## config.mk

```make
export PLATFORM = sky130hd
export DESIGN_NAME = spir_ingress_rules
export DESIGN_NICKNAME = d
export VERILOG_FILES = /design/src/spir_pkg.sv /design/src/spir_frame_check.sv /design/src/spir_ingress_rules.sv
export SDC_FILE = /design/constraint.sdc
export NUM_CORES = 1
export LEC_CHECK = 0
export ABC_AREA = 1
export BUFFER_PORTS_ARGS = -buffer_cell sky130_fd_sc_hd__buf_2
export CAP_MARGIN = 20
export CORE_MARGIN = 3
export CORE_UTILIZATION = 50
export CTS_BUF_LIST = sky130_fd_sc_hd__clkbuf_8
export DETAILED_ROUTE_END_ITERATION = 16
export PLACE_DENSITY = 0.82
export SYNTH_ARGS = -nofsm -noshare
export SYNTH_HDL_FRONTEND = slang
export SYNTH_SLANG_ARGS = --single-unit
```

## constraint.sdc

```tcl
create_clock -name clk -period 1.6 [get_ports clk]
set_clock_uncertainty 0.1 [all_clocks]
set_input_delay 0.16 -clock clk [delete_from_list [all_inputs] [get_ports clk]]
set_output_delay 0.16 -clock clk [all_outputs]
set_load 0.01 [all_outputs]
```

## src/spir_pkg.sv

```systemverilog
package spir_pkg;

	// ***********************************************************
	// geometry
	// ***********************************************************
	localparam int          NUM_PORTS_DEF = 3;
	localparam int          MAX_PORTS     = 3;
	localparam int          PORT_IDX_W    = 2;
	localparam int          REG_ADDR_W    = 16;
	localparam int          REG_DATA_W    = 32;
	localparam int          STATE_W       = 2;
	localparam int          TC_W          = 2;
	localparam int          PRIO_W        = 3;
	localparam int          TC_MAP_W      = 16;

	// ***********************************************************
	// register numbers
	// ***********************************************************
	localparam logic [15:0] ADDR_PORT_INGRESS = 16'h1841;
	localparam logic [15:0] ADDR_ADMIT_TAGGED = 16'h1842;
	localparam logic [15:0] ADDR_PORT_STATE   = 16'h1843;
	localparam logic [15:0] ADDR_PRIO_QUEUE   = 16'h1845;

	// ***********************************************************
	// field positions
	// ***********************************************************
	localparam int          LEARN_LSB  = 3;
	localparam int          CHECK_LSB  = 0;
	localparam int          TAGGED_LSB = 0;
	localparam int          STATE_LSB  = 0;
	localparam int          PRIO_LSB   = 0;

	// ***********************************************************
	// reset values
	// ***********************************************************
	localparam logic [2:0]  LEARN_RST  = 3'h7;
	localparam logic [2:0]  CHECK_RST  = 3'h0;
	localparam logic [2:0]  TAGGED_RST = 3'h0;
	localparam logic [5:0]  STATE_RST  = 6'h00;
	localparam logic [15:0] PRIO_RST   = 16'hFA41;

	// ***********************************************************
	// spanning tree state codes
	// ***********************************************************
	localparam logic [1:0]  STP_FORWARD  = 2'h0;
	localparam logic [1:0]  STP_BLOCKING = 2'h1;
	localparam logic [1:0]  STP_LEARNING = 2'h2;
	localparam logic [1:0]  STP_DISABLED = 2'h3;

	function automatic logic spir_may_learn(input logic [1:0] st);
		return (st == STP_FORWARD) || (st == STP_LEARNING);
	endfunction

endpackage

```

## src/spir_frame_check.sv

```systemverilog
`timescale 1ns/1ps
module spir_frame_check
	import spir_pkg::*;
#(
	parameter int NUM_PORTS = NUM_PORTS_DEF
) (
	input  wire logic [NUM_PORTS-1:0]         learn_en,
	input  wire logic [NUM_PORTS-1:0]         check_en,
	input  wire logic [NUM_PORTS-1:0]         tagged_only,
	input  wire logic [NUM_PORTS-1:0]         admit_non_member,
	input  wire logic [STATE_W*NUM_PORTS-1:0] port_state,
	input  wire logic [TC_MAP_W-1:0]          prio_map,
	input  wire logic                         vlan_en,
	input  wire logic [PORT_IDX_W-1:0]        port,
	input  wire logic                         has_tag,
	input  wire logic                         vid_zero,
	input  wire logic                         vlan_active,
	input  wire logic                         ing_member,
	input  wire logic                         da_found,
	input  wire logic                         egr_member,
	input  wire logic [PRIO_W-1:0]            prio,
	output logic                              drop,
	output logic                              drop_untagged,
	output logic                              drop_member,
	output logic                              learn,
	output logic [TC_W-1:0]                   queue
);

	logic port_ok;
	logic check;
	logic ing_fail;
	logic egr_fail;
	int   pi;

	always_comb begin
		port_ok = (32'(port) < NUM_PORTS);
		pi = port_ok ? int'(port) : 0;
		// untagged or priority-tagged frames
		drop_untagged = port_ok && vlan_en && tagged_only[pi]
			&& (!has_tag || vid_zero);
		// check bits are inert without the global enable
		check = port_ok && vlan_en && check_en[pi];
		// non-member admitted only into an active vlan
		ing_fail = !ing_member && !(admit_non_member[pi] && vlan_active);
		// egress side only for known destinations
		egr_fail = da_found && !egr_member;
		drop_member = check && (ing_fail || egr_fail);
		// unknown port index cannot be served, so frame is dropped
		drop = !port_ok || drop_untagged || drop_member;
		// learning gated by enable and tree state
		learn = port_ok && learn_en[pi]
			&& spir_may_learn(port_state[STATE_W*pi +: STATE_W]);
		queue = prio_map[TC_W*int'(prio) +: TC_W];
	end

endmodule

```

## src/spir_ingress_rules.sv

```systemverilog
`timescale 1ns/1ps
// Functional notes
// - an enabled port learns source addresses; the enables reset to one.
// - a port learns only in the forwarding or learning tree state.
// - learning enables sit at bits 5,4,3 for ports 2,1,0.
// - membership checking is enabled per port by bits 2,1,0, reset zero.
// - frames from a non-member ingress port drop unless admitted.
// - known destinations also need a member egress port to pass.
// - membership checking is inert while the global vlan enable is clear.
// - with vlan on, tagged-only ports drop untagged and priority frames.
// - tree states sit at bits 5:4, 3:2, 1:0 and reset to forwarding.
// - state codes 0 to 3 are forwarding, blocking, learning, disabled.
// - priority p picks its egress queue from map bits 2p+1 to 2p.
// - the queue map resets to 3,3,2,2,1,0,0,1 for priorities 7 to 0.
// - vlan ingress rules need the global vlan enable, which resets clear.
// - admit-non-member passes a non-member port if the vlan is active.
module spir_ingress_rules
	import spir_pkg::*;
#(
	parameter int NUM_PORTS = NUM_PORTS_DEF
) (
	input  wire logic                  clk,
	input  wire logic                  rst_b,
	input  wire logic [REG_ADDR_W-1:0] reg_addr,
	input  wire logic                  reg_wr,
	input  wire logic                  reg_rd,
	input  wire logic [REG_DATA_W-1:0] reg_wdata,
	output logic      [REG_DATA_W-1:0] reg_rdata,
	output logic                       reg_rvalid,
	input  wire logic                  vlan_en,
	input  wire logic [NUM_PORTS-1:0]  admit_non_member,
	input  wire logic                  frm_valid,
	input  wire logic [PORT_IDX_W-1:0] frm_port,
	input  wire logic                  frm_has_tag,
	input  wire logic                  frm_vid_zero,
	input  wire logic                  frm_vlan_active,
	input  wire logic                  frm_ing_member,
	input  wire logic                  frm_da_found,
	input  wire logic                  frm_egr_member,
	input  wire logic [PRIO_W-1:0]     frm_prio,
	output logic                       out_valid,
	output logic [PORT_IDX_W-1:0]      out_port,
	output logic                       out_drop,
	output logic                       out_drop_untagged,
	output logic                       out_drop_member,
	output logic                       out_learn,
	output logic [TC_W-1:0]            out_queue
);

	// ***********************************************************
	// elaboration checks
	// ***********************************************************
	generate
		if (NUM_PORTS < 1 || NUM_PORTS > MAX_PORTS) begin : g_bad
			$error("NUM_PORTS must be 1 to 3");
		end
	endgenerate

	// ***********************************************************
	// register file
	// ***********************************************************
	logic [NUM_PORTS-1:0]         learn_en;
	logic [NUM_PORTS-1:0]         check_en;
	logic [NUM_PORTS-1:0]         tagged_only;
	logic [STATE_W*NUM_PORTS-1:0] port_state;
	logic [TC_MAP_W-1:0]          prio_map;

	function automatic logic reg_hit(input logic [REG_ADDR_W-1:0] a,
		input logic [REG_ADDR_W-1:0] r);
		return a == r;
	endfunction

	// only the implemented field bits are stored
	always_ff @(posedge clk) begin
		if (!rst_b) begin
			learn_en <= LEARN_RST[NUM_PORTS-1:0];
			check_en <= CHECK_RST[NUM_PORTS-1:0];
		end else if (reg_wr && reg_hit(reg_addr, ADDR_PORT_INGRESS)) begin
			learn_en <= reg_wdata[LEARN_LSB +: NUM_PORTS];
			check_en <= reg_wdata[CHECK_LSB +: NUM_PORTS];
		end
	end

	always_ff @(posedge clk) begin
		if (!rst_b) begin
			tagged_only <= TAGGED_RST[NUM_PORTS-1:0];
		end else if (reg_wr && reg_hit(reg_addr, ADDR_ADMIT_TAGGED)) begin
			tagged_only <= reg_wdata[TAGGED_LSB +: NUM_PORTS];
		end
	end

	always_ff @(posedge clk) begin
		if (!rst_b) begin
			port_state <= STATE_RST[STATE_W*NUM_PORTS-1:0];
		end else if (reg_wr && reg_hit(reg_addr, ADDR_PORT_STATE)) begin
			port_state <= reg_wdata[STATE_LSB +: STATE_W*NUM_PORTS];
		end
	end

	always_ff @(posedge clk) begin
		if (!rst_b) begin
			prio_map <= PRIO_RST;
		end else if (reg_wr && reg_hit(reg_addr, ADDR_PRIO_QUEUE)) begin
			prio_map <= reg_wdata[PRIO_LSB +: TC_MAP_W];
		end
	end

	// ***********************************************************
	// read back
	// ***********************************************************
	logic [REG_DATA_W-1:0] next_rdata;

	// unmapped numbers and reserved bits read as zero
	always_comb begin
		next_rdata = '0;
		if (reg_hit(reg_addr, ADDR_PORT_INGRESS)) begin
			next_rdata[LEARN_LSB +: NUM_PORTS] = learn_en;
			next_rdata[CHECK_LSB +: NUM_PORTS] = check_en;
		end else if (reg_hit(reg_addr, ADDR_ADMIT_TAGGED)) begin
			next_rdata[TAGGED_LSB +: NUM_PORTS] = tagged_only;
		end else if (reg_hit(reg_addr, ADDR_PORT_STATE)) begin
			next_rdata[STATE_LSB +: STATE_W*NUM_PORTS] = port_state;
		end else if (reg_hit(reg_addr, ADDR_PRIO_QUEUE)) begin
			next_rdata[PRIO_LSB +: TC_MAP_W] = prio_map;
		end
	end

	always_ff @(posedge clk) begin
		if (!rst_b) begin
			reg_rdata  <= '0;
			reg_rvalid <= 1'b0;
		end else begin
			reg_rvalid <= reg_rd;
			if (reg_rd) begin
				reg_rdata <= next_rdata;
			end
		end
	end

	// ***********************************************************
	// frame decision
	// ***********************************************************
	logic            next_drop;
	logic            next_drop_untagged;
	logic            next_drop_member;
	logic            next_learn;
	logic [TC_W-1:0] next_queue;

	spir_frame_check #(
		.NUM_PORTS(NUM_PORTS)
	) u_check (
		.learn_en         (learn_en),
		.check_en         (check_en),
		.tagged_only      (tagged_only),
		.admit_non_member (admit_non_member),
		.port_state       (port_state),
		.prio_map         (prio_map),
		.vlan_en          (vlan_en),
		.port             (frm_port),
		.has_tag          (frm_has_tag),
		.vid_zero         (frm_vid_zero),
		.vlan_active      (frm_vlan_active),
		.ing_member       (frm_ing_member),
		.da_found         (frm_da_found),
		.egr_member       (frm_egr_member),
		.prio             (frm_prio),
		.drop             (next_drop),
		.drop_untagged    (next_drop_untagged),
		.drop_member      (next_drop_member),
		.learn            (next_learn),
		.queue            (next_queue)
	);

	// one cycle of latency; results hold until the next frame
	always_ff @(posedge clk) begin
		if (!rst_b) begin
			out_valid         <= 1'b0;
			out_port          <= '0;
			out_drop          <= 1'b0;
			out_drop_untagged <= 1'b0;
			out_drop_member   <= 1'b0;
			out_learn         <= 1'b0;
			out_queue         <= '0;
		end else begin
			out_valid <= frm_valid;
			if (frm_valid) begin
				out_port          <= frm_port;
				out_drop          <= next_drop;
				out_drop_untagged <= next_drop_untagged;
				out_drop_member   <= next_drop_member;
				out_learn         <= next_learn;
				out_queue         <= next_queue;
			end
		end
	end

	logic            frm_port_ok;
	logic [TC_W-1:0] exp_queue;
	assign frm_port_ok = (32'(frm_port) < NUM_PORTS);
	assign exp_queue   = prio_map[TC_W*int'(frm_prio) +: TC_W];
endmodule

```

==> out/metrics.cfg <==
[run_status]
status = finished clean

[critical_path]
end_kind = register
cp_slowest_cell = clkinv_2
required_ps = 1750
worstRegToRegCells = 4
cp_max_fo = 20
critPathMaxStageDelay_ps = 250
r2r_slack_ps = 430
path_class = in2reg
cp-start-kind = input port
arrival_ps = 1470
critPathMostFrequentCell = nand2_1
crit_chain = buf_2 > nor2_1 > nand3_1 > nor2_4 > nand2_1 > inv_2 > nand2_4 > clkinv_2 > nand2_1 > o211ai_1

[hold_path]
min_path_type = in2reg
min_path_cells = 3

[power]
power.share.combinational_pct = 9.4
netSwitchingFraction_pct = 24.0
p_switching_mw = 0.721
internal_power_mw = 2.29
p_leak_nw = 1.63
peakVddDrop_v = 0.000385
seq_power_share_pct = 48.0
p_clk_share_pct = 42.6
power.density_nw_per_um2 = 875

[sta]
finalWorstPathRequiredPeriod_ps = 1310
fmax_mhz = 762
setup_viol = 0
setup_tns_ps = 0
slew_viol_final = 0
finalHoldViolations = 0
rsz0062_at_grt = false
fin_ws_ps = 287
period_share_pct = 82.0

[finish]
drive_above_1_share_pct = 26.8
fin_nets = 541
stdcell_area_um2 = 3440
areaGrowthSynthToFinish_pct = 24.3
antennaDiodeCount = 0

[floorplanning]
die_height_um = 80.4
fp.dieW_um = 80.4
start_util_pct = 52.9
fp.coreArea_um2 = 5240
pin_count = 110
rows = 26
dieArea_um2 = 6470

[global_route]
grt_pass1_vias = 2562
grt_max_degree = 27
grt_pass1_wl_mm = 11.7
grt_use_total_pct = 23.4
antenna_found_initial = 0
grt_overflow = 0

[route]
drt_wl_total_mm = 7.05
routedWlPerCell_um = 12.9
drt_iter0_drc = 244
ant_nets = 0
firstDrtPassIters = 5
post-route-drc-count = 0
vias = 2811
viasPerCell = 5.13

[clock_tree]
cts_tree = built
clockBufferDepth = 2
post_cts_buffers = 0
cts-root-buf = clkbuf_8
cts_made_buffers = 9
cts.sinks = 57
clock_latency_ps = 330
path_clk_slew_ps = 60
htreeDepth = 3

[placement]
hpwl_mm = 5.12
place_area_um2 = 3140
dp_worst_setup_slack_ps = -0.159
globalplace.congestion = 0.927
portBuffers = 77

[synth]
synth.largest_area_cell = dfxtp_1
yosysWarnings = 0
syn-instance-count = 383
ys_ff_latch = 57
synth_edf_count = 0
yosysSeqAreaShare_pct = 41.2
synthArstFlopShare_pct = 0
synth_flop_cell = dfxtp_1
mappedNetlistArea_um2 = 2770
synth_area_leaders = dfxtp_1 (41%), nand2_1 (9.9%), nand3_1 (7.8%)
yosysMostFrequentCell = nand2_1
synth_top_cells_by_count = nand2_1 (73), dfxtp_1 (57), nand3_1 (43)
ys_types = 31
syn_area_per_cell_um2 = 7.23
netlist.area_leader.share_pct = 41.2

[job]
max_cap_viol_count = 0

[cell families after synthesis]
kind of cell	Yosys count	share of synthesized area, %
flops	57	41.2
other cells	1	0.135
simple gates	162	27.0
compound gates	89	18.0
buf+inv	74	13.6
[metal layers]
layer  vias up  global-route usage, %  wire length, um
met1      1257                   30.3             3050
li1       1413                      -                -
met4         0                   7.94              106
met2       132                   37.1             3240
met5         -                      0                0
met3         9                   7.06              645
[worst max-delay path, delay by kind of cell]
family / cells / cell delay [ps]
compound gates: 1 / 100
simple gates: 6 / 740
buf+inv: 3 / 460
[flip-flops by register name, summed over array words and instances, names as in the netlist, 2 cells and up]
signal and cells:
prio_map 16, check_en 3, learn_en 3, out_port 2
port_state 6, out_queue 2, tagged_only 3, reg_rdata 16
[through the flow]
stage          power (mW)  cells  hold WS, ps  util (%)
2_1_floorplan        1.64    398          173         -
3_3_place_gp         1.73    521          259      60.0
5_1_grt              3.13    548         4.39      65.7
4_1_cts              3.02    548        0.868      65.7
6_report             3.01    548         9.99      65.7
3_5_place_dp         1.73    521          263      60.0
[power by group through the flow]
stage	clock network, mW	logic [mW]	registers [mW]
floorplan	0	0.156	1.49
global placement	0	0.252	1.48
detailed placement	0	0.257	1.48
CTS	1.30	0.279	1.45
global route	1.37	0.317	1.45
finish	1.28	0.282	1.45
[final timing paths]
| kind | end | start |
|---|---|---|
| min reg2reg | reg_rdata[0] | reg_rdata[0] |
| max reg2reg | out_queue[1] | prio_map[13] |
| max | prio_map[15] | reg_addr[9] |
| min | prio_map[2] | reg_wdata[2] |
[final cells by class]
type | instances | area, um2
timing repair buffer | 97 | 563
inverter | 41 | 155
tap | 70 | 87.6
multi-input combinational | 267 | 1310
clock buffer | 10 | 138
clock inverter | 6 | 51.3
sequential | 57 | 1140
fill | 455 | 1800
[layout by cell type, fill, tap and decap left out]
cell type and instances:
buf_2 77, nand2_1 73, dfxtp_1 57, nand3_1 43, inv_1 40, a21oi_1 38
o21ai_0 28, nor2_1 19, conb_1 16, nand2_2 12, dlygate4sd3_1 11, clkbuf_8 10
buf_4 9, a21oi_2 8, nand4_1 7, o211ai_1 4, o21ai_1 3, clkinv_2 3
a31oi_1 3, o22ai_1 3, nor2_4 2, nor2_2 2, inv_2 2, nor3_1 2
clkinv_1 1, nand2_4 1, nand4_2 1, o21bai_1 1, o31ai_1 1, bufinv_16 1
[what timing repair did]
| action | CTS | global route |
|---|---|---|
| hold endpoints to repair | 11 | 0 |
| hold buffers | 11 | 0 |
| gates resized for setup | 0 | 0 |
Note: power is estimated with default switching activity, not from simulation.
